File: config.mk
export PLATFORM = sky130hd
export DESIGN_NAME = ddli_host_flat
export DESIGN_NICKNAME = d
export VERILOG_FILES = /design/src/design/ddli_pkg.sv /design/src/design/ddli_link_if.sv /design/src/design/ddli_host.sv /design/src/design/ddli_skid_buf.sv /design/src/flat_wrapper.sv
export SDC_FILE = /design/constraint.sdc
export NUM_CORES = 1
export LEC_CHECK = 0
export BUFFER_PORTS_ARGS = -buffer_cell sky130_fd_sc_hd__buf_2
export CAP_MARGIN = 10
export CORE_MARGIN = 10
export CORE_UTILIZATION = 61
export CTS_BUF_LIST = sky130_fd_sc_hd__clkbuf_4
export CTS_CLUSTER_DIAMETER = 50
export DETAILED_ROUTE_END_ITERATION = 10
export HOLD_SLACK_MARGIN = 0.15
export PLACE_DENSITY = 0.87
export SKIP_LAST_GASP = 1
export SLEW_MARGIN = 20
export SYNTH_ARGS = -nofsm -noshare
export SYNTH_HDL_FRONTEND = slang
export SYNTH_SLANG_ARGS = --single-unit
File: constraint.sdc
create_clock -name ref_clk -period 4.3 [get_ports ref_clk]
set_clock_uncertainty 0.1 [all_clocks]
set_input_delay 0.43 -clock ref_clk [delete_from_list [all_inputs] [get_ports ref_clk]]
set_output_delay 0.43 -clock ref_clk [all_outputs]
set_load 0.01 [all_outputs]
File: src/design/ddli_pkg.sv
package ddli_pkg;
    // Data word width of the widest variant
    localparam int DATA_W = 14;
    localparam logic MODE_DUAL = 1'b1;
    localparam logic MODE_INTERLEAVED = 1'b0;
    localparam logic STEER_CH1 = 1'b1;
    localparam logic STEER_CH2 = 1'b0;
    localparam int CLK_PERIOD_NS = 8;
    localparam int MAX_UPDATE_MSPS = 125;
    localparam int STROBE_TO_CLOCK_NS = 2;
    localparam int STROBE_TO_CLOCK_CYC = (STROBE_TO_CLOCK_NS + CLK_PERIOD_NS - 1) / CLK_PERIOD_NS;
    localparam logic [13:0] DATA_RESET = 14'h0000;
    localparam int BUF_DEPTH = 2;
    typedef logic [DATA_W-1:0] ddli_word_t;
    typedef enum logic [1:0] {DDLI_IDLE, DDLI_DATA, DDLI_STROBE, DDLI_UPDATE} ddli_host_state_t;
endpackage

File: src/design/ddli_link_if.sv
`timescale 1ns/10ps
`default_nettype none
interface ddli_link_if;
    import ddli_pkg::*;
    logic mode_dual;
    logic sleep_req;
    ddli_word_t port1_data;
    ddli_word_t port2_data;
    logic port1_write_strobe;
    logic port2_write_strobe;
    logic port1_update_clock;
    logic port2_update_clock;
    modport device (
        input mode_dual, sleep_req, port1_data, port2_data,
        input port1_write_strobe, port2_write_strobe, port1_update_clock, port2_update_clock
    );
    modport host (
        output mode_dual, sleep_req, port1_data, port2_data,
        output port1_write_strobe, port2_write_strobe, port1_update_clock, port2_update_clock
    );
endinterface
`default_nettype wire

File: src/design/ddli_host.sv
`timescale 1ns/10ps
`default_nettype none
module ddli_host #(
    parameter int DATA_W = ddli_pkg::DATA_W,
    parameter int BUF_DEPTH = ddli_pkg::BUF_DEPTH
) (
    input wire logic ref_clk,
    input wire logic rst_b,
    input wire logic clk_en,
    ddli_link_if.host link,
    input wire logic mode_dual,
    input wire logic sleep,
    input wire logic word_valid,
    output logic word_ready,
    input wire logic [DATA_W-1:0] word_data,
    input wire logic word_chan1,
    output logic busy
);
    import ddli_pkg::*;

    // ==========================================
    // Input buffer
    // ==========================================
    logic buf_valid;
    logic buf_ready;
    logic [DATA_W:0] buf_data;
    ddli_host_state_t state;
    logic word_ch1;
    logic sync_due;

    ddli_skid_buf #(.WIDTH(DATA_W + 1), .DEPTH(BUF_DEPTH)) u_buf (
        .ref_clk(ref_clk),
        .rst_b(rst_b),
        .clk_en(clk_en),
        .in_valid(word_valid),
        .in_ready(word_ready),
        .in_data({word_chan1, word_data}),
        .out_valid(buf_valid),
        .out_ready(buf_ready),
        .out_data(buf_data)
    );

    // A switch to interleaved first pulses the sync reset; no word leaves in that cycle
    assign sync_due = (mode_dual == MODE_INTERLEAVED) && (link.mode_dual == MODE_DUAL);
    assign buf_ready = (state == DDLI_IDLE) && !sync_due;

    // ==========================================
    // Sequencer: data, clock, strobe, all low
    // ==========================================
    // Clock rises one cycle before strobe, beyond the 2 ns gap; select moves only when both low
    always_ff @(posedge ref_clk or negedge rst_b) begin
        if (!rst_b) begin
            state <= DDLI_IDLE;
            word_ch1 <= 1'b0;
            link.mode_dual <= MODE_DUAL;
            link.sleep_req <= 1'b0;
            link.port1_data <= '0;
            link.port2_data <= '0;
            link.port1_write_strobe <= 1'b0;
            link.port2_write_strobe <= 1'b0;
            link.port1_update_clock <= 1'b0;
            link.port2_update_clock <= 1'b0;
            busy <= 1'b0;
        end else if (clk_en) begin
            link.sleep_req <= sleep;
            case (state)
                DDLI_IDLE: begin
                    link.port1_write_strobe <= 1'b0;
                    link.port1_update_clock <= 1'b0;
                    link.port2_update_clock <= sync_due;
                    link.mode_dual <= mode_dual;
                    busy <= buf_valid;
                    if (mode_dual == MODE_DUAL) begin
                        link.port2_write_strobe <= 1'b0;
                    end
                    if (buf_valid && !sync_due) begin
                        if (mode_dual == MODE_DUAL) begin
                            if (buf_data[DATA_W]) begin
                                link.port1_data <= buf_data[DATA_W-1:0];
                            end else begin
                                link.port2_data <= buf_data[DATA_W-1:0];
                            end
                        end else begin
                            link.port1_data <= buf_data[DATA_W-1:0];
                            link.port2_write_strobe <= buf_data[DATA_W];
                        end
                        word_ch1 <= buf_data[DATA_W];
                        state <= DDLI_UPDATE;
                    end
                end
                DDLI_UPDATE: begin
                    if (link.mode_dual == MODE_DUAL) begin
                        link.port1_update_clock <= word_ch1;
                        link.port2_update_clock <= !word_ch1;
                    end else begin
                        link.port1_update_clock <= 1'b1;
                    end
                    state <= DDLI_STROBE;
                end
                DDLI_STROBE: begin
                    if (link.mode_dual == MODE_DUAL) begin
                        link.port1_write_strobe <= word_ch1;
                        link.port2_write_strobe <= !word_ch1;
                    end else begin
                        link.port1_write_strobe <= 1'b1;
                    end
                    state <= DDLI_DATA;
                end
                DDLI_DATA: begin
                    link.port1_write_strobe <= 1'b0;
                    link.port1_update_clock <= 1'b0;
                    link.port2_update_clock <= 1'b0;
                    if (link.mode_dual == MODE_DUAL) begin
                        link.port2_write_strobe <= 1'b0;
                    end
                    state <= DDLI_IDLE;
                end
                default: state <= DDLI_IDLE;
            endcase
        end
    end
endmodule // ddli_host
`default_nettype wire

File: src/design/ddli_skid_buf.sv
`timescale 1ns/10ps
`default_nettype none
module ddli_skid_buf #(
    parameter int WIDTH = 15,
    parameter int DEPTH = 2
) (
    input wire logic ref_clk,
    input wire logic rst_b,
    input wire logic clk_en,
    input wire logic in_valid,
    output logic in_ready,
    input wire logic [WIDTH-1:0] in_data,
    output logic out_valid,
    input wire logic out_ready,
    output logic [WIDTH-1:0] out_data
);
    localparam int AW = (DEPTH > 1) ? $clog2(DEPTH) : 1;
    logic [WIDTH-1:0] mem [DEPTH];
    logic [AW-1:0] wr_ptr;
    logic [AW-1:0] rd_ptr;
    logic [AW:0] count;
    logic push;
    logic pop;

    function automatic logic [AW-1:0] bump(input logic [AW-1:0] p);
        bump = (p == AW'(DEPTH - 1)) ? '0 : p + 1'b1;
    endfunction

    assign in_ready = (count != (AW+1)'(DEPTH));
    assign out_valid = (count != '0);
    assign out_data = mem[rd_ptr];
    assign push = in_valid && in_ready && clk_en;
    assign pop = out_valid && out_ready && clk_en;

    always_ff @(posedge ref_clk) begin
        if (push) begin
            mem[wr_ptr] <= in_data;
        end
    end

    always_ff @(posedge ref_clk or negedge rst_b) begin
        if (!rst_b) begin
            wr_ptr <= '0;
            rd_ptr <= '0;
            count <= '0;
        end else begin
            if (push) begin
                wr_ptr <= bump(wr_ptr);
            end
            if (pop) begin
                rd_ptr <= bump(rd_ptr);
            end
            count <= count + (AW+1)'(push) - (AW+1)'(pop);
        end
    end
endmodule // ddli_skid_buf
`default_nettype wire

File: src/flat_wrapper.sv
// flat-port wrapper written by rule: the top's interface ports become plain ports
module ddli_host_flat import ddli_pkg::*;
#(
    parameter int DATA_W = ddli_pkg::DATA_W,
    parameter int BUF_DEPTH = ddli_pkg::BUF_DEPTH
)
  (ref_clk, rst_b, clk_en, mode_dual, sleep, word_valid, word_ready, word_data, word_chan1, busy, link_mode_dual, link_sleep_req, link_port1_data, link_port2_data, link_port1_write_strobe, link_port2_write_strobe, link_port1_update_clock, link_port2_update_clock);
  ddli_link_if link_i ();
  input wire logic ref_clk;
  input wire logic rst_b;
  input wire logic clk_en;
  input wire logic mode_dual;
  input wire logic sleep;
  input wire logic word_valid;
  output logic word_ready;
  input wire logic [DATA_W-1:0] word_data;
  input wire logic word_chan1;
  output logic busy;
  output wire logic [$bits(link_i.mode_dual)-1:0] link_mode_dual;
  output wire logic [$bits(link_i.sleep_req)-1:0] link_sleep_req;
  output wire logic [$bits(link_i.port1_data)-1:0] link_port1_data;
  output wire logic [$bits(link_i.port2_data)-1:0] link_port2_data;
  output wire logic [$bits(link_i.port1_write_strobe)-1:0] link_port1_write_strobe;
  output wire logic [$bits(link_i.port2_write_strobe)-1:0] link_port2_write_strobe;
  output wire logic [$bits(link_i.port1_update_clock)-1:0] link_port1_update_clock;
  output wire logic [$bits(link_i.port2_update_clock)-1:0] link_port2_update_clock;
  assign link_mode_dual = link_i.mode_dual;
  assign link_sleep_req = link_i.sleep_req;
  assign link_port1_data = link_i.port1_data;
  assign link_port2_data = link_i.port2_data;
  assign link_port1_write_strobe = link_i.port1_write_strobe;
  assign link_port2_write_strobe = link_i.port2_write_strobe;
  assign link_port1_update_clock = link_i.port1_update_clock;
  assign link_port2_update_clock = link_i.port2_update_clock;
  ddli_host #(.DATA_W(DATA_W), .BUF_DEPTH(BUF_DEPTH)) u_core (.ref_clk(ref_clk), .rst_b(rst_b), .clk_en(clk_en), .link(link_i), .mode_dual(mode_dual), .sleep(sleep), .word_valid(word_valid), .word_ready(word_ready), .word_data(word_data), .word_chan1(word_chan1), .busy(busy));
endmodule
# ---- After elaboration in Yosys (flattened, before gate mapping)
# Memory sizes are Yosys's and may differ from the RTL's.
# Index checks and enable logic that the tools add are counted.
dict set report totals {
  mem_bits_rw 30
  in_bits 21
  regBits 42
  n_memories 1
}
dict set report op_classes {
  n_reduce_logical 25
  n_eq_ne 9
  muxes 18
  bitwise_logic 2
  addsub 4
}
# memory depth width read_ports rd_ports_with_merged_regs wr line
set memory_table {}
lappend memory_table {u_core.u_buf.mem 2 15 1 0 1 ddli_skid_buf.sv:18} ;# logic [WIDTH-1:0] mem [DEPTH];
# cell n
set op_table {}
lappend op_table {{$mux 14} 2}
lappend op_table {{$mux 1} 10}
lappend op_table {{$ne 2x1->1 const B} 4}
lappend op_table {{$pmux 2 s4} 1}
lappend op_table {{$reduce_and 2->1} 4}
lappend op_table {{$reduce_and 4->1} 2}
lappend op_table {{$logic_and 1x1->1} 7}
lappend op_table {{$pmux 1 s3} 2}
lappend op_table {{$reduce_and 3->1} 2}
lappend op_table {{$reduce_bool 2->1} 3}
lappend op_table {{$reduce_bool 3->1} 2}
lappend op_table {{$reduce_and 5->1} 1}
lappend op_table {{$eq 2x2->1 const B} 2}
lappend op_table {{$ne 2x2->1 const B} 2}
lappend op_table {{$pmux 1 s2} 2}
lappend op_table {{$add 1x1->1 const B} 2}
lappend op_table {{$add 2x1->2} 1}
lappend op_table {{$eq 2x1->1 const B} 1}
lappend op_table {{$logic_not 1->1} 2}
lappend op_table {{$logic_not 2->1} 1}
lappend op_table {{$mux 2} 1}
lappend op_table {{$not 1->1} 2}
lappend op_table {{$reduce_or 2->1} 1}
lappend op_table {{$sub 2x1->2} 1}

# ---- Longest topological paths before layout
# Gate-level depths: netlist (run 1).
dict set report logic_depth {
  ltp_word 7
  depth_mapped 9
  mapped_depth_nobuf 9
}

# ---- Modules after synthesis
# Synthesis (run 1) repeated with hierarchy kept, for this count alone.
dict set report hier_totals {
  cells_unflattened 181
  area_unflattened_um2 3000.4
}
# mod area_each_um2 cells_per_inst instances seq_area_each_um2
set modules_own_cells {}
lappend modules_own_cells {ddli_host 1704.1 116 1 952.2}
lappend modules_own_cells {ddli_skid_buf 1296.2 65 1 1001.0}

# ---- Worst setup path before layout (run 1)
# OpenSTA, ideal clock, no wires.
dict set report synth_path {
  path_kind {reg-to-reg}
  startpoint {register u_core.state[0]}
  endpoint {register u_core.u_buf.count[1]}
  path_buffers 0
  stages_incl_launch_ff 10
  required_ns 4.120
  slack_ns 2.268
  arrival_ns 1.852
  cell_sequence {dfrtp_1 inv_1 ha_1 o211ai_1 nor2_1 ha_1 inv_1 ha_1 xnor2_1 xnor2_1}
}
dict set report synth_between {
  elab_chain_cells 5
}
# element line
set synth_rtl {}
lappend synth_rtl {{start, declared} ddli_host.sv:27} ;# ddli_host_state_t state;
lappend synth_rtl {{start signal, assigned} ddli_host.sv:53} ;# state <= DDLI_IDLE;
lappend synth_rtl {{start signal, assigned} ddli_host.sv:88} ;# state <= DDLI_UPDATE;
lappend synth_rtl {{start signal, assigned} ddli_host.sv:98} ;# state <= DDLI_STROBE;
lappend synth_rtl {{$logic_not 2->1} ddli_host.sv:45} ;# assign buf_ready = (state == DDLI_IDLE) && !sync_due;
lappend synth_rtl {{$logic_and 1x1->1} ddli_host.sv:45}
lappend synth_rtl {{$logic_and 1x1->1 (2 in a row)} ddli_skid_buf.sv:33} ;# assign pop = out_valid && out_ready && clk_en;
lappend synth_rtl {{net u_core.u_buf.pop} ddli_skid_buf.sv:23} ;# logic pop;
lappend synth_rtl {{$sub 2x1->2} ddli_skid_buf.sv:53} ;# count <= count + (AW+1)'(push) - (AW+1)'(pop);
lappend synth_rtl {{end signal, assigned} ddli_skid_buf.sv:53}
lappend synth_rtl {{end, declared} ddli_skid_buf.sv:21} ;# logic [AW:0] count;
# The timed path passes the listed nets, and every way through them passes these cells.
# A chain may end at the register's enable or synchronous reset.

# ---- Worst setup path after layout (run 1)
dict set report layout_path {
  startpoint {register u_core.u_buf.rd_ptr}
  endpoint {register u_core.link.port2_data[12]}
}
dict set report layout_between {
  elab_chain_cells 3
}
# element line
set layout_rtl {}
lappend layout_rtl {{start, declared} ddli_skid_buf.sv:20} ;# logic [AW-1:0] rd_ptr;
lappend layout_rtl {{start signal, assigned} ddli_skid_buf.sv:51} ;# rd_ptr <= bump(rd_ptr);
lappend layout_rtl {{$mem_v2 2x15 (*)} -}
lappend layout_rtl {{$not 1->1 (no source line)} -}
lappend layout_rtl {{$reduce_and 5->1 (no source line)} -}
lappend layout_rtl {{end signal, assigned} ddli_host.sv:81} ;# link.port2_data <= buf_data[DATA_W-1:0];
lappend layout_rtl {{end, declared} ddli_link_if.sv:18} ;# output mode_dual, sleep_req, port1_data, port2_data,
# Mark *: on every way between the ends. The rest lies on a longest branch, timed or not.

==> impl_metrics.json, run 1 <==
{
  "core_um2": 4440,
  "area_delta_synth_final_pct": 21.2,
  "synth_xor_xnor_area_share_pct": 1.22,
  "start_kind": "flop",
  "drtPass1Iterations": 4,
  "clock_latency_ps": 410,
  "seq_area_frac_synth_pct": 68.2,
  "synth_adder_area_share_pct": 3.93,
  "post_cts_buffers": 0,
  "crit_type": "flop to flop",
  "synth-seq-cells": 72,
  "rows": 24,
  "synthMostInstantiatedCell": "dfrtp_1",
  "setup_ws_ps": 1540,
  "setup_viol": 0,
  "synth-edff-count": 30,
  "rsz0062_at_grt": "false",
  "ant_nets": 0,
  "viasPerCell": 5.27,
  "hold_depth": 2,
  "dieArea_um2": 7840,
  "cpLargestDelayFamily": "simple AND/OR/NAND/NOR gates",
  "cts_buffers": 9,
  "antenna_found_initial": 0,
  "nets": 319,
  "num_vias": 1824,
  "worstPathMaxFanout": 28,
  "synth_top_cell_by_area": "dfrtp_1",
  "cp.required_ps": 4460,
  "synth_common_cells": "dfrtp_1 (41), edfxtp_1 (30), nor2_1 (23), nand2_1 (20), o21ai_0 (18)",
  "path_clk_slew_ps": 110,
  "grt_pass1_wl_um": 9130,
  "synth_top_family_by_area": "compound AO/OA/AOI/OAI gates",
  "irDropWorstVdd_mv": 0.408,
  "drive_above_1_share_pct": 29.9,
  "rr_startpoint": "u_core.u_buf.rd_ptr",
  "ctsHoldBuffers": 17,
  "hpwl_um": 4070,
  "path_buf_inv": 0,
  "initial_utilization_pct": 64.5,
  "cp.arrival_ps": 2930,
  "period_share_pct": 64.3,
  "die_y_um": 88.5,
  "chipWidth_um": 88.5,
  "grt_overflow": 0,
  "slew_viol_final": 0,
  "synth_compound_area_share_pct": 8.73,
  "grt_pass1_vias": 1855,
  "hp-start": "mode_dual",
  "cts_root_buffer": "clkbuf_4",
  "worstSetupEndpointType": "flop",
  "yosys_warnings": 0,
  "synth_ff_type": "dfrtp_1",
  "rrSetupSlack_ps": 1540,
  "worstPathCellList": "mux2i_4 > nand4bb_1 > nand2_1 > o21ai_0",
  "hold_path.class": "input pin to flop",
  "synth_cell_types": 29,
  "synthSimpleGateAreaFrac_pct": 7.60,
  "slowest_stage": "dfrtp_1",
  "status": "completed",
  "slew_headroom_pct": 39.4,
  "drt_iter0_markers": 127,
  "synth.area.mux_share_pct": 7.95,
  "pre_cts_slack_ps": 1570,
  "synthesis.nets": 239,
  "tightest_slew_ps": 909,
  "clock_path_buffers": 2,
  "antenna_cells": 0,
  "drc_errors": 0,
  "leakage_uw": 0.00155,
  "grt_max_degree": 43,
  "regToRegEndpoint": "u_core.link.port2_data[12]",
  "htree_num_levels": 3,
  "track_usage_pct": 15.4,
  "ctsResizeCount": 0,
  "cap_viol_max_count": 0,
  "clkSinkCount": 72,
  "min_to": "u_core.link.mode_dual",
  "timing.fmax_mhz": 362,
  "synth.area.top_cells": "dfrtp_1 (36%), edfxtp_1 (31%), mux2i_1 (5.6%)",
  "netlist_instances": 209,
  "yosys.area.top_type_share_pct": 35.8,
  "max_stage_delay_ps": 940,
  "cts_tree": "done",
  "async_reset_ff_share_pct": 58.3,
  "r2r.worst_path.cells": 4,
  "finalHoldViolCount": 0,
  "setup-tns-final_ps": 0,
  "wire_per_inst_um": 16.3,
  "io_pins": 57,
  "io_buffers": 56,
  "routabilityCongestion": 0.812,
  "power.density_nw_per_um2": 659,
  "syn_area_per_cell_um2": 13.7,
  "min_period_ps": 2760,
  "drt_wl_total_um": 5640,
  "power.total_uw": 2290,
  "syn_area_um2": 2870
}
## metrics by stage
stage	cells	area, µm²	hold slack, ps	utilization [%]
after detailed placement	312	3180	363	71.5
after CTS	345	3460	244	77.8
after global placement	312	3180	357	71.5
after floorplan	209	2870	34.4	-
after global routing	346	3470	270	78.1
final	346	3470	259	78.1
## power by group
group	leakage [µW]	switching (µW)	internal, µW	total [µW]
sequential	0.000774	166	951	1120
clock	0.0000702	231	123	354
combinational	0.000706	455	362	816
total	0.00155	851	1440	2290
## cells in the final DEF, fill, tap and decap left out, types with 2 or more instances in the layout
master,n
edfxtp_1,30
dlygate4sd3_1,17
mux2_2,4
clkinv_2,3
inv_1,5
buf_4,2
dfrtp_1,41
a21oi_2,6
buf_2,56
xnor2_1,3
nor2_1,23
clkbuf_4,10
nand2_1,20
a21oi_1,10
nor2b_1,3
nand2b_1,2
clkinv_4,2
mux2i_1,16
ha_1,9
o21ai_0,18
## kinds of logic (layout without fill, tap and decap cells)
family | Yosys count | count (layout)
flops | 72 | 72
xor+xnor | 4 | 4
compound gates | 40 | 40
buf+inv | 12 | 97
mux | 21 | 21
fa+ha+maj | 9 | 9
simple gates | 51 | 51
## metal layers
| layer | track usage [%] | wire length, µm |
|---|---|---|
| met5 | 0 | 0 |
| met3 | 5.06 | 384 |
| met2 | 24.4 | 2670 |
| met4 | 6.17 | 91 |
| met1 | 19.2 | 2490 |
## sequential cells by signal, summed over array words and instances (netlist names)
register and cells:
u_core.word_ch1 1, u_core.link.port1_update_clock 1, u_core.u_buf.mem 30, u_core.link.port2_update_clock 1
u_core.link.port2_data 14, u_core.state 2, u_core.link.port2_write_strobe 1, u_core.busy 1
u_core.u_buf.rd_ptr 1, u_core.u_buf.count 2, u_core.link.port1_data 14, u_core.u_buf.wr_ptr 1
u_core.link.port1_write_strobe 1, u_core.link.mode_dual 1, u_core.link.sleep_req 1
## worst reg2reg max path, delay by kind of cell (launching register included)
kind	cells	cell delay, ps
DFF	1	940
muxes	1	430
and+or+nand+nor	2	1040
AOI/OAI and AO/OA	1	110
## how the worst max path moves through the flow
stage,startpoint,end,slack (ps),cells after the start
2_1_floorplan,u_core.state[0],u_core.u_buf.count[1],2270,9
5_1_grt,u_core.u_buf.rd_ptr,u_core.link.port2_data[7],1200,3
3_5_place_dp,u_core.u_buf.rd_ptr,u_core.link.port2_data[12],1570,4
3_3_place_gp,u_core.u_buf.rd_ptr,u_core.link.port2_data[4],1670,4
6_report,u_core.u_buf.rd_ptr,u_core.link.port2_data[12],1540,4
4_1_cts,u_core.u_buf.rd_ptr,u_core.link.port2_data[12],1550,4
## cell type report
| type | count | area [µm²] |
|---|---|---|
| multi-input combinational | 125 | 843 |
| inverter | 5 | 18.8 |
| fill | 286 | 972 |
| tap | 52 | 65.1 |
| clock buffer | 10 | 75.1 |
| timing repair buffer | 76 | 480 |
| sequential | 72 | 1950 |
| clock inverter | 6 | 36.3 |
No activity file was read; power rests on OpenSTA's default activity.
==> run 2, diff against run 1 <==
--- a/config.mk
+++ b/config.mk
@@ -8,12 +8,12 @@
 export BUFFER_PORTS_ARGS = -buffer_cell sky130_fd_sc_hd__buf_2
 export CAP_MARGIN = 10
 export CORE_MARGIN = 10
-export CORE_UTILIZATION = 61
+export CORE_UTILIZATION = 56
 export CTS_BUF_LIST = sky130_fd_sc_hd__clkbuf_4
 export CTS_CLUSTER_DIAMETER = 50
 export DETAILED_ROUTE_END_ITERATION = 10
 export HOLD_SLACK_MARGIN = 0.15
-export PLACE_DENSITY = 0.87
+export PLACE_DENSITY = 0.81
 export SKIP_LAST_GASP = 1
 export SLEW_MARGIN = 20
 export SYNTH_ARGS = -nofsm -noshare
==> constraint.sdc (replaced) <==
create_clock -name ref_clk -period 2.76 [get_ports ref_clk]
set_clock_uncertainty 0.1 [all_clocks]
set_input_delay 0.276 -clock ref_clk [delete_from_list [all_inputs] [get_ports ref_clk]]
set_output_delay 0.276 -clock ref_clk [all_outputs]
set_load 0.01 [all_outputs]
==> run 2 against run 1 <==
  * Die area rose by 6.9%
  * First-iteration DRC count fell by 5.5%
  * Combinational power rose by 62%
  * Register-to-register slack got worse by 1000 ps
  * Non-clock buffer count rose by 7
  * Fmax rose by 22%
==> impl_metrics.json, run 2 (same netlist as run 1, synthesis figures left out) <==
{
  "seq_area_um2": 1950,
  "antenna_found_initial": 0,
  "drt_iter0_markers": 120,
  "chipWidth_um": 91.5,
  "final_cells": 368,
  "max_stage_delay_ps": 440,
  "rr_startpoint": "u_core.state[0]",
  "rows": 25,
  "initial_utilization_pct": 59.1,
  "cts_root_buffer": "clkbuf_4",
  "core_um2": 4850,
  "slew_headroom_pct": 36.1,
  "ctsResizeCount": 0,
  "final_common_cell": "buf_2",
  "cts_tree": "done",
  "track_usage_pct": 14.3,
  "num_vias": 1863,
  "post_cts_buffers": 0,
  "drc_errors": 0,
  "grt_pass1_vias": 1967,
  "layout_common_cells": "buf_2 (56), dfrtp_1 (41), edfxtp_1 (30), nor2_1 (23), dlygate4sd3_1 (21)",
  "cp.arrival_ps": 2490,
  "drt_wl_total_um": 5710,
  "cap_viol_max_count": 0,
  "slowest_stage": "dfrtp_1",
  "dieArea_um2": 8380,
  "finalHoldViolCount": 0,
  "setup-tns-final_ps": 0,
  "irDropWorstVdd_mv": 0.557,
  "period_share_pct": 81.9,
  "slew_viol_final": 0,
  "htree_num_levels": 3,
  "worstSetupEndpointType": "flop",
  "status": "completed",
  "cp_common_cell": "ha_1",
  "min_period_ps": 2260,
  "power.total_uw": 3630,
  "clock_latency_ps": 410,
  "tightest_slew_ps": 958,
  "cp.required_ps": 2990,
  "regToRegEndpoint": "u_core.u_buf.count[1]",
  "leakage_uw": 0.00158,
  "nets": 326,
  "worstPathMaxFanout": 5,
  "hpwl_um": 3780,
  "clock_path_buffers": 2,
  "die_y_um": 91.5,
  "crit_type": "flop to flop",
  "rsz0062_at_grt": "false",
  "viasPerCell": 5.06,
  "ant_nets": 0,
  "hp-start": "u_core.link.port2_data[7]",
  "r2r.worst_path.cells": 9,
  "start_kind": "flop",
  "io_buffers": 56,
  "grt_overflow": 0,
  "grt_pass1_wl_um": 9580,
  "routabilityCongestion": 0.806,
  "setup_viol": 0,
  "worstPathCellList": "inv_1 > ha_1 > o211ai_1 > nor2_1 > ha_1 > inv_1 > ha_1 > xnor2_1 > xnor2_1",
  "antenna_cells": 0,
  "cpLargestDelayFamily": "adder cells",
  "path_buf_inv": 2,
  "multiInputGateArea_um2": 843,
  "power.density_nw_per_um2": 1020,
  "drive_above_1_share_pct": 29.9,
  "cts_buffers": 9,
  "wire_per_inst_um": 15.5,
  "clkSinkCount": 72,
  "regMostFlops": "u_core.u_buf.mem",
  "grt_max_degree": 43,
  "min_to": "u_core.link.port2_data[7]",
  "rrSetupSlack_ps": 500,
  "largest_register_ffs": 30,
  "path_clk_slew_ps": 110,
  "area_delta_synth_final_pct": 24.6,
  "hold_path.class": "flop to flop",
  "hold_depth": 2,
  "dp_cells": 331,
  "ctsHoldBuffers": 21,
  "io_pins": 57,
  "nFillCells": 339,
  "timing.fmax_mhz": 442,
  "top_regs": "u_core.u_buf.mem: 30 flops, u_core.link.port1_data: 14 flops, u_core.link.port2_data: 14 flops",
  "drtPass1Iterations": 4
}
==> run 2: report_power, final <==
| group | switching, µW | internal [µW] | total [µW] |
|---|---|---|---|
| combinational | 748 | 573 | 1320 |
| clock | 356 | 282 | 638 |
| sequential | 194 | 1480 | 1680 |
| total | 1300 | 2340 | 3630 |
==> run 2: metal layers <==
metal / GRT usage, % / part of all wire (%) / vias up
li1: - / - / 909
met2: 22.0 / 47 / 54
met5: 0 / 0 / -
met3: 6.75 / 6.6 / 9
met1: 17.3 / 44 / 891
met4: 4.96 / 1.9 / 0
==> run 2: worst register-to-register path: cells and delay by family (launching register included) <==
family          cells  cell delay, ps
fa+ha+maj           3             690
flops               1             440
simple gates        1             290
xor+xnor            2             280
buf+inv             2             220
compound gates      1             180
==> run 2: metrics by stage <==
stage,worst slack [ps],instance area (µm²),hold slack (ps),util (%)
2_1_floorplan,728,2870,-120,-
3_3_place_gp,618,3220,356,66.5
3_5_place_dp,516,3220,367,66.5
4_1_cts,489,3570,391,73.6
5_1_grt,274,3570,424,73.6
6_report,498,3570,384,73.6
==> run 2: layout make-up <==
cell class / instances / area share (%)
clock buffer: 10 / 2.10
clock inverter: 6 / 1.68
inverter: 5 / 0.526
multi-input combinational: 125 / 23.6
sequential: 72 / 54.7
tap: 67 / 2.35
timing repair buffer: 83 / 15.0
==> run 2: worst max path at each step <==
stage | start | end | cells after the start
6_report | u_core.state[0] | u_core.u_buf.count[1] | 9
5_1_grt | u_core.state[0] | u_core.u_buf.count[1] | 9
4_1_cts | u_core.state[0] | u_core.u_buf.count[1] | 9
3_5_place_dp | u_core.state[0] | u_core.u_buf.count[1] | 9
3_3_place_gp | u_core.state[0] | u_core.u_buf.count[1] | 9
2_1_floorplan | u_core.state[0] | u_core.u_buf.count[1] | 9
==> run 3, diff against run 2 <==
==> constraint.sdc (replaced) <==
create_clock -name ref_clk -period 2.2 [get_ports ref_clk]
set_clock_uncertainty 0.1 [all_clocks]
set_input_delay 0.22 -clock ref_clk [delete_from_list [all_inputs] [get_ports ref_clk]]
set_output_delay 0.22 -clock ref_clk [all_outputs]
set_load 0.01 [all_outputs]
==> run 3 against run 2 <==
  * Non-clock buffer count rose by 4
  * Routed wire length up 4.1%
  * Total power grew 32%
  * Register-to-register slack worse by 370 ps
  * Worst hold slack got worse by 190 ps
  * Combinational power grew 29%
  * Die area did not move
  * Clock power rose by 50%
  * Clock-buffer cell count unchanged
  * Sequential cell count did not move
  * Cell count grew 1.1%
  * Critical endpoint unchanged
  * Largest cell class unchanged
  * Largest power group unchanged
==> impl_metrics.json, run 3 (same netlist as run 1, synthesis figures left out) <==
{
  "status": "completed",
  "setup_viol": 0,
  "cp.required_ps": 2440,
  "antenna_cells": 0,
  "timing.fmax_mhz": 483,
  "io_pins": 57,
  "power.share.clock_pct": 19.9,
  "rows": 25,
  "drt_wl_total_um": 5940,
  "hold_path.class": "input pin to asynchronous set/reset pin",
  "seqPwrFrac_pct": 44.4,
  "irDropWorstVdd_mv": 0.858,
  "cts_buffers": 9,
  "final_cells": 372,
  "clkSinkCount": 72,
  "drive_above_1_share_pct": 31.5,
  "cpLargestDelayFamily": "adder cells",
  "cp.arrival_ps": 2310,
  "routabilityCongestion": 0.803,
  "regMostFlops": "u_core.u_buf.mem",
  "period_share_pct": 94.1,
  "largest_register_ffs": 30,
  "drtPass1Iterations": 4,
  "post_cts_buffers": 0,
  "setup-tns-final_ps": 0,
  "grt_pass1_wl_um": 9880,
  "io_buffers": 56,
  "viasPerCell": 5.08,
  "slowest_stage": "dfrtp_1",
  "power.density_nw_per_um2": 1310,
  "path_buf_inv": 2,
  "grt_overflow": 0,
  "max_stage_delay_ps": 450,
  "antenna_found_initial": 0,
  "core_um2": 4850,
  "final_common_cell": "buf_2",
  "layout_common_cells": "buf_2 (56), dfrtp_1 (41), edfxtp_1 (30), nor2_1 (23), dlygate4sd3_1 (21)",
  "nets": 330,
  "grt_max_degree": 43,
  "cts_root_buffer": "clkbuf_4",
  "dp_cells": 335,
  "power.total_uw": 4780,
  "cts_tree": "done",
  "ant_nets": 0,
  "pwr-share-comb_pct": 35.6,
  "rr_startpoint": "u_core.state[0]",
  "worstSetupStartpoint": "u_core.state[0]",
  "die_y_um": 91.5,
  "htree_num_levels": 3,
  "slew_headroom_pct": 81.4,
  "slew_viol_final": 0,
  "path_clk_slew_ps": 120,
  "nFillCells": 324,
  "drc_errors": 0,
  "worstPathCellList": "inv_1 > ha_2 > o211ai_1 > nor2_1 > ha_1 > inv_1 > ha_1 > xnor2_1 > xnor2_1",
  "area_delta_synth_final_pct": 27.7,
  "cap_viol_max_count": 0,
  "leakage_uw": 0.00162,
  "internal_power_uw": 3090,
  "crit_type": "flop to flop",
  "worstPathMaxFanout": 5,
  "track_usage_pct": 14.9,
  "dieArea_um2": 8380,
  "initial_utilization_pct": 59.1,
  "finalHoldViolCount": 0,
  "switching_share_pct": 35.3,
  "path_depth": 9,
  "start_kind": "flop",
  "wire_per_inst_um": 16.0,
  "chipWidth_um": 91.5,
  "drt_iter0_markers": 128,
  "worstSetupEndpointType": "flop",
  "top_regs": "u_core.u_buf.mem: 30 flops, u_core.link.port1_data: 14 flops, u_core.link.port2_data: 14 flops",
  "min_period_ps": 2070,
  "clock_path_buffers": 2,
  "tightest_slew_ps": 271,
  "clock_latency_ps": 410,
  "net-switching-power_uw": 1690,
  "grt_pass1_vias": 2026,
  "hpwl_um": 3960,
  "r2r.worst_path.cells": 9,
  "num_vias": 1890
}
## run 3: per-layer routing
layer / vias up / wire (µm) / GRT usage (%)
li1: 917 / - / -
met1: 898 / 2480 / 17.2
met2: 62 / 2970 / 24.0
met3: 13 / 361 / 5.60
met4: 0 / 132 / 6.92
met5: - / 0 / 0
## run 3: power by group through the flow
stage,combinational [µW],sequential [µW],clock (µW)
final,1700,2120,954
after global routing,1910,2180,1050
after CTS,1720,2120,970
after detailed placement,1690,2140,0
after global placement,1640,2110,0
after floorplan,925,2260,0
## run 3: per-stage QoR
step	hold WS (ps)	cell area [µm²]	worst slack, ps	util (%)
after floorplan	-176	2870	168	-
after global placement	111	3280	293	67.6
after detailed placement	111	3280	147	67.6
after CTS	187	3660	121	75.4
after global routing	161	3660	-4.72	75.5
final	197	3660	131	75.5
## run 3: final timing paths
path	to	slack (ps)
max	u_core.u_buf.count[1]	130
min	u_core.link.port2_data[7]	200
max reg2reg	u_core.u_buf.count[1]	130
min reg2reg	u_core.link.port2_data[9]	380
max in group asynchronous	u_core.link.mode_dual	1540
min in group ref_clk	u_core.link.port2_data[9]	380
## run 3: final cells by class
class,instances,area [µm²],share of cell area [%]
Multi-Input combinational cell,125,846,23.1
Timing Repair Buffer,87,591,16.1
Clock inverter,6,92.6,2.53
Inverter,5,18.8,0.513
Sequential cell,72,1950,53.4
Clock buffer,10,75.1,2.05
Tap cell,67,83.8,2.29
## run 3: worst reg2reg max path, cell delays in order (launching register included)
cell and delay, ps:
dfrtp_1 450, inv_1 180, ha_2 240, o211ai_1 110, nor2_1 170, ha_1 260
inv_1 60, ha_1 150, xnor2_1 140, xnor2_1 140
## run 3: repair_timing
action,4_1_cts,5_1_grt
resized for setup,0,1
hold endpoints to repair,78,0
hold buffers,21,0
setup endpoints to repair,0,1
